## src/rtl/dgp_cfg.svh

```systemverilog
// constants for the dual port block with peripheral override
// Summary of operation
// - first port direction bit 1 makes pin input, driver off
// - first port direction bit 0 drives the output latch onto the pin
// - first port is eight bits, one direction bit per pin
// - enabled peripheral overrides pin direction, forcing output or input
// - per pin select picks port latch or peripheral output
// - peripheral output enable only counts while its select is active
// - bit 0 timer osc out or clock in, bit 1 timer osc in
// - bit 2 is capture input, compare or pwm output
// - bit 3 serial clock, bit 4 serial data in, bit 5 data out
// - second port is eight bits, each pin with its own direction
// - slave mode bit 4 of third control turns second port to data port
// - in slave mode second port pin n carries slave bus bit n
// - directions at 87h 88h 89h, data registers at 07h 08h
// - all resets set first and second direction registers to ones; here only rst does, porRst leaves them unchanged
// - data latches unknown at power-on, unchanged by other resets; here power-on clears them to 00h
// - third control holds flags 7..5, slave mode bit 4, zero bit 3, directions 2..0
// - third control resets to 0000 -111
`ifndef DGP_CFG_SVH
`define DGP_CFG_SVH
`define DGP_ADDR_FIRST_DATA 8'h07
`define DGP_ADDR_SECOND_DATA 8'h08
`define DGP_ADDR_FIRST_DIR 8'h87
`define DGP_ADDR_SECOND_DIR 8'h88
`define DGP_ADDR_THIRD_CTRL 8'h89
`define DGP_DIR_RESET 8'hff
`define DGP_CTRL_RESET 8'h07
`define DGP_CTRL_WMASK 8'h17
`define DGP_BIT_INFULL 7
`define DGP_BIT_OUTFULL 6
`define DGP_BIT_INOVF 5
`define DGP_BIT_SLAVEMODE 4
`define DGP_BIT_TIMER_OSO 0
`define DGP_BIT_TIMER_OSI 1
`define DGP_BIT_CCP 2
`define DGP_BIT_SERCLK 3
`define DGP_BIT_SERDIN 4
`define DGP_BIT_SERDOUT 5
`endif

```

## src/rtl/dgp_pkg.sv

```systemverilog
// types for the dual port block
`default_nettype none
package dgp_pkg;
   typedef struct packed {
      logic [7:0] sel;
      logic [7:0] oe;
      logic [7:0] dout;
   } dgp_periph_t;
   typedef struct packed {
      logic [7:0] addr;
      logic [7:0] wdata;
      logic wr;
      logic rd;
   } dgp_bus_t;
   typedef struct packed {
      logic inFull;
      logic outFull;
      logic inOvf;
   } dgp_slave_flags_t;
endpackage
`default_nettype wire

```

## src/rtl/dgp_port.sv

```systemverilog
// dual eight bit port with peripheral override and slave data mode
//
// Chosen here: the strobed register port.
`include "dgp_cfg.svh"
`default_nettype none
module dgp_port (
   input wire logic mclk,
   input wire logic rst,
   input wire logic porRst,
   input wire dgp_pkg::dgp_bus_t bus,
   output logic [7:0] rdata,
   input wire dgp_pkg::dgp_periph_t periph,
   output logic [7:0] periphIn,
   input wire dgp_pkg::dgp_slave_flags_t slaveFlags,
   input wire logic [7:0] slaveBusOut,
   input wire logic slaveBusOe,
   output logic [7:0] slaveBusIn,
   output logic slaveMode,
   output logic [2:0] thirdDir,
   input wire logic [7:0] firstPinIn,
   output logic [7:0] firstPinOut,
   output logic [7:0] firstPinOe,
   input wire logic [7:0] secondPinIn,
   output logic [7:0] secondPinOut,
   output logic [7:0] secondPinOe
);
   // ****************************************
   // register decode
   // ****************************************
   logic [7:0] firstLatch_q, secondLatch_q, firstDir_q, secondDir_q, ctrl_q;
   logic [7:0] firstSync1_q, firstSync_q, secondSync1_q, secondSync_q;
   logic [7:0] rdata_q, rdata_d;
   logic porDone_q, porSync1_q, porSync_q;
   wire wrFirstData = bus.wr && (bus.addr == `DGP_ADDR_FIRST_DATA);
   wire wrSecondData = bus.wr && (bus.addr == `DGP_ADDR_SECOND_DATA);
   wire wrFirstDir = bus.wr && (bus.addr == `DGP_ADDR_FIRST_DIR);
   wire wrSecondDir = bus.wr && (bus.addr == `DGP_ADDR_SECOND_DIR);
   wire wrCtrl = bus.wr && (bus.addr == `DGP_ADDR_THIRD_CTRL);
   wire rdFirstData = bus.rd && (bus.addr == `DGP_ADDR_FIRST_DATA);
   wire rdSecondData = bus.rd && (bus.addr == `DGP_ADDR_SECOND_DATA);
   wire rdFirstDir = bus.rd && (bus.addr == `DGP_ADDR_FIRST_DIR);
   wire rdSecondDir = bus.rd && (bus.addr == `DGP_ADDR_SECOND_DIR);
   wire rdCtrl = bus.rd && (bus.addr == `DGP_ADDR_THIRD_CTRL);
   wire rdMapped = rdFirstData || rdSecondData || rdFirstDir || rdSecondDir || rdCtrl;
   wire [7:0] ctrlView = {slaveFlags.inFull, slaveFlags.outFull, slaveFlags.inOvf,
                          ctrl_q[`DGP_BIT_SLAVEMODE], 1'b0, ctrl_q[2:0]};
   assign slaveMode = ctrl_q[`DGP_BIT_SLAVEMODE];
   assign thirdDir = ctrl_q[2:0];

   // ****************************************
   // register storage
   // ****************************************
   always_ff @(posedge mclk or posedge rst) begin
      if (rst) begin
         firstDir_q <= `DGP_DIR_RESET;
         secondDir_q <= `DGP_DIR_RESET;
         ctrl_q <= `DGP_CTRL_RESET;
      end else begin
         if (wrFirstDir) begin
            firstDir_q <= bus.wdata;
         end
         if (wrSecondDir) begin
            secondDir_q <= bus.wdata;
         end
         if (wrCtrl) begin
            ctrl_q <= bus.wdata & `DGP_CTRL_WMASK;
         end
      end
   end

   // power-on level comes from outside the clock domain
   always_ff @(posedge mclk) begin
      porSync1_q <= porRst;
      porSync_q <= porSync1_q;
   end

   // latches are not reset; power-on clears them only to a defined value
   always_ff @(posedge mclk) begin
      porDone_q <= !porSync_q;
      if (porSync_q && !porDone_q) begin
         firstLatch_q <= 8'h00;
         secondLatch_q <= 8'h00;
      end else begin
         if (wrFirstData) begin
            firstLatch_q <= bus.wdata;
         end
         if (wrSecondData) begin
            secondLatch_q <= bus.wdata;
         end
      end
   end

   // ****************************************
   // pin synchronisers and read path
   // ****************************************
   always_ff @(posedge mclk or posedge rst) begin
      if (rst) begin
         firstSync1_q <= 8'h00;
         firstSync_q <= 8'h00;
         secondSync1_q <= 8'h00;
         secondSync_q <= 8'h00;
         rdata_q <= 8'h00;
      end else begin
         firstSync1_q <= firstPinIn;
         firstSync_q <= firstSync1_q;
         secondSync1_q <= secondPinIn;
         secondSync_q <= secondSync1_q;
         rdata_q <= rdata_d;
      end
   end

   always_comb begin
      rdata_d = 8'h00;
      if (bus.rd) begin
         case (bus.addr)
            `DGP_ADDR_FIRST_DATA: rdata_d = firstSync_q;
            `DGP_ADDR_SECOND_DATA: rdata_d = secondSync_q;
            `DGP_ADDR_FIRST_DIR: rdata_d = firstDir_q;
            `DGP_ADDR_SECOND_DIR: rdata_d = secondDir_q;
            `DGP_ADDR_THIRD_CTRL: rdata_d = ctrlView;
            default: rdata_d = 8'h00;
         endcase
      end
   end
   assign rdata = rdata_q;
   assign periphIn = firstSync_q;
   assign slaveBusIn = secondSync_q;

   // ****************************************
   // first and second port pin drivers
   // ****************************************
   // peripherals on bits 0..5 are fed by periph; bits 6,7 use sel low
   genvar i;
   generate
      for (i = 0; i < 8; i = i + 1) begin : gFirst
         // select picks data source and who owns the enable
         assign firstPinOut[i] = periph.sel[i] ? periph.dout[i] : firstLatch_q[i];
         assign firstPinOe[i] = periph.sel[i] ? periph.oe[i] : !firstDir_q[i];
      end
      for (i = 0; i < 8; i = i + 1) begin : gSecond
         assign secondPinOut[i] = slaveMode ? slaveBusOut[i] : secondLatch_q[i];
         assign secondPinOe[i] = slaveMode ? slaveBusOe : !secondDir_q[i];
      end
   endgenerate
endmodule
`default_nettype wire

```

## config.mk

```make
export PLATFORM = sky130hd
export DESIGN_NAME = dgp_port
export DESIGN_NICKNAME = d
export VERILOG_FILES = /design/src/rtl/dgp_pkg.sv /design/src/rtl/dgp_port.sv
export VERILOG_INCLUDE_DIRS = /design/src /design/src/rtl
export SDC_FILE = /design/constraint.sdc
export NUM_CORES = 1
export LEC_CHECK = 0
export ABC_CLOCK_PERIOD_IN_PS = 5600
export BUFFER_PORTS_ARGS = -buffer_cell sky130_fd_sc_hd__clkbuf_2
export CORE_MARGIN = 4
export CORE_UTILIZATION = 51
export DETAILED_ROUTE_END_ITERATION = 6
export PLACE_DENSITY = 0.84
export SLEW_MARGIN = 20
export SYNTH_ARGS = -nofsm -noshare
export SYNTH_HDL_FRONTEND = slang
export SYNTH_SLANG_ARGS = --single-unit
```

## constraint.sdc

```tcl
create_clock -name mclk -period 5.6 [get_ports mclk]
set_clock_uncertainty 0.15 [all_clocks]
set_input_delay 1.12 -clock mclk [delete_from_list [all_inputs] [get_ports mclk]]
set_output_delay 1.12 -clock mclk [all_outputs]
set_load 0.005 [all_outputs]
```

==> results.py <==
metrics = {
    "power": {
        "clkPwrFrac_pct": 37.1,
        "sw_frac_of_total_pct": 23.5,
        "power_frac_seq_pct": 53.5,
        "ir_worst_vdd_uv": 183,
        "p_leak_nw": 2.10,
        "internal-power_mw": 0.869,
        "pwr-share-comb_pct": 9.3,
        "switchingPower_mw": 0.267,
        "fin_total_pwr_mw": 1.14,
        "p_per_area_mw_per_mm2": 280,
    },
    "worst_hold_path": {
        "min_to": "porSync_q$_DFF_P_",
        "hold_class": "register to register",
        "worstHoldStart": "porSync1_q$_DFF_P_",
        "whs_path_depth": 0,
    },
    "clock_tree": {
        "clock_sinks": 79,
        "root_buffer": "clkbuf_8",
        "hold_buffers": 0,
        "cts.path.max_buffers": 2,
        "h-tree-depth": 3,
        "post_cts_buffers": 0,
        "cts_resized": 0,
        "clkTransAtPathRegs_ns": 0.08,
        "cts_tree": "done",
        "numCtsBuffers": 9,
        "clock_latency_ns": 0.35,
    },
    "cells_and_area": {
        "multiInputGateArea_mm2": 0.00117,
        "drive_above_1_share_pct": 54.3,
        "n_antenna_cell": 0,
        "post-route-cell-area_mm2": 0.00406,
        "post-route-util_pct": 68.2,
        "area_growth_pct": 29.1,
        "layout_common_cells": "clkbuf_2, dfrtp_1, mux2_2",
        "seq_area_mm2": 0.00191,
        "nets": 451,
        "mostFrequentLayoutCell": "clkbuf_2",
        "fillCellCount": 478,
    },
    "critical_path": {
        "setup.worst_path.class": "register to output port",
        "critPathMaxStageDelay_ns": 0.81,
        "reg2reg_slack_ns": 4.19,
        "cp_cell_sequence": "nand2_1 > o21ai_0 > clkbuf_2",
        "critPathLaunchType": "register",
        "cp.required_ns": 4.33,
        "crit_arrival_ns": 1.82,
        "rr_worst_depth": 3,
        "r2r_start": "ctrl_q[4]$_DFFE_PP0P_",
        "cp_top_family": "flip-flops",
        "crit_buf_inv": 1,
        "critPathMaxFanout": 20,
        "r2r_end": "rdata[4]$_DFF_PP0_",
        "crit_cells": 3,
        "crit_path_end_kind": "output port",
        "cpMaxStageDelayCell": "dfrtp_1",
    },
    "logic_synthesis": {
        "syn-cell-area_mm2": 0.00315,
        "synthTopCellsByArea": "dfrtp_1, dfstp_2, mux2_2",
        "syn-mean-instance-area_um2": 12.9,
        "synth_fp_nets": 317,
        "synth_top_area_share_pct": 32.6,
        "synth_cell_types": 29,
        "ys_seq_area_share_pct": 60.6,
        "yosysWarnings": 0,
        "ys_seq_elements": 79,
        "yosys.area.top_type": "dfrtp_1",
        "synth_cells": 244,
    },
    "global_route": {
        "grt_pass1_vias": 2455,
        "grt_max_degree": 61,
        "grt.overflow.total": 0,
        "antenna_found_initial": 0,
        "track_usage_pct": 21.0,
        "grt_pass1_wl_um": 11800,
    },
    "die": {
        "coreArea_mm2": 0.00596,
        "start_util_pct": 52.8,
        "dieArea_mm2": 0.00749,
        "fp.dieW_um": 86.5,
        "pin_count": 133,
        "rows": 28,
        "die_y_um": 86.5,
    },
    "drt": {
        "post_drt_wl_per_cell_um": 16.5,
        "remaining_drc_errors": 0,
        "wl_um": 7580,
        "first_pass_iters": 4,
        "via_per_inst": 5.20,
        "detail-route-antenna-nets": 0,
        "num_vias": 2380,
        "drt_iter0_drc": 117,
    },
    "placed_design": {
        "placed_cell_area_mm2": 0.00385,
        "port-buffer-count": 132,
        "dp_hpwl_um": 5720,
        "place.gp.congestion": 0.795,
    },
    "status": {
        "status": "finished clean",
    },
    "timing": {
        "rsz0062_at_grt": "no",
        "hold_slack_ns": 0.188,
        "slew_violations": 0,
        "finalCriticalPeriod_ns": 3.09,
        "max_freq_ghz": 0.324,
        "finalCritPeriodShare_pct": 55.2,
        "timing.slew.headroom_pct": 52.3,
        "hold_violations": 0,
        "setup_violations": 0,
        "tns_ns": 0,
        "tightestPinTransition_ns": 0.710,
    },
    "job": {
        "cap_viol_max_count": 0,
    },
}
-- cells in the mapped netlist --
cell type and n:
dfrtp_1 41, mux2_2 36, mux2i_1 33, nor2_1 27, dfstp_2 19, dfxtp_1 19
o21ai_0 16, nand2_1 9, clkbuf_1 6, a2bb2oi_1 4, inv_1 4, o2bb2ai_1 4
a31oi_1 3, o22ai_1 3, buf_2 2, buf_6 2, nand3_1 2, nor2b_1 2
nor3_1 2, and2_1 1, nand2b_1 1, nand3b_1 1, nand4b_1 1, nor2_2 1
o32a_1 1, or3_1 1, or3b_1 1, or3b_2 1, or4b_1 1
-- cell families (layout without fill, tap and decap cells) --
group                  count (synthesis)  in the layout  synth area share [%]
AO/OA/AOI/OAI                         31             31                  6.28
flip-flops                            79             79                  60.6
AND/OR/NAND/NOR                       51             51                  7.52
buffers and inverters                 14            153                  2.23
multiplexers                          69             69                  23.4
-- registers in the layout, summed over array words and instances (netlist names), 4 cells and up --
name,count
firstDir_q,8
firstLatch_q,8
firstSync1_q,8
periphIn,8
rdata,8
secondDir_q,8
secondLatch_q,8
secondSync1_q,8
slaveBusIn,8
ctrl_q,4
-- cell type report --
class                      count  area share [%]
clock inverter                 6            1.66
tap                           75            2.31
inverter                       4           0.370
sequential                    79            46.9
timing repair buffer         133            16.5
clock buffer                  10            3.39
multi-input combinational    151            28.9
-- routing by layer --
| layer | routed length (µm) | up-vias | GRT usage, % |
|---|---|---|---|
| li1 | - | 1131 | - |
| met3 | 588 | 15 | 5.61 |
| met1 | 3170 | 1141 | 26.5 |
| met5 | 0 | - | 0 |
| met2 | 3660 | 93 | 34.3 |
| met4 | 159 | 0 | 8.92 |
-- worst register-to-register path: stages, from the launching register on --
cell and delay (ns):
dfrtp_1 0.81, o2bb2ai_1 0.20, a2bb2oi_1 0.09, nor2_1 0.10
-- power by group through the flow --
stage / clock network [mW] / registers, mW / logic, mW
6_report: 0.422 / 0.608 / 0.106
5_1_grt: 0.459 / 0.611 / 0.118
4_1_cts: 0.432 / 0.608 / 0.107
3_5_place_dp: 0 / 0.620 / 0.106
3_3_place_gp: 0 / 0.619 / 0.103
2_1_floorplan: 0 / 0.613 / 0.0496
-- how the worst max path moves through the flow --
stage | from | to
2_1_floorplan | bus[10] | secondLatch_q[0]$_SDFFE_PP0P_
3_3_place_gp | bus[15] | ctrl_q[4]$_DFFE_PP0P_
3_5_place_dp | bus[15] | ctrl_q[4]$_DFFE_PP0P_
4_1_cts | ctrl_q[4]$_DFFE_PP0P_ | secondPinOe[5]
5_1_grt | ctrl_q[4]$_DFFE_PP0P_ | secondPinOe[1]
6_report | ctrl_q[4]$_DFFE_PP0P_ | secondPinOe[5]
-- per-stage QoR --
| step | worst slack (ns) | cells |
|---|---|---|
| 3_3_place_gp | 2.49 | 442 |
| 3_5_place_dp | 2.42 | 442 |
| 6_report | 2.51 | 458 |
| 4_1_cts | 2.53 | 458 |
| 2_1_floorplan | 2.78 | 244 |
| 5_1_grt | 2.40 | 458 |
(Power assumes the default switching activity.)
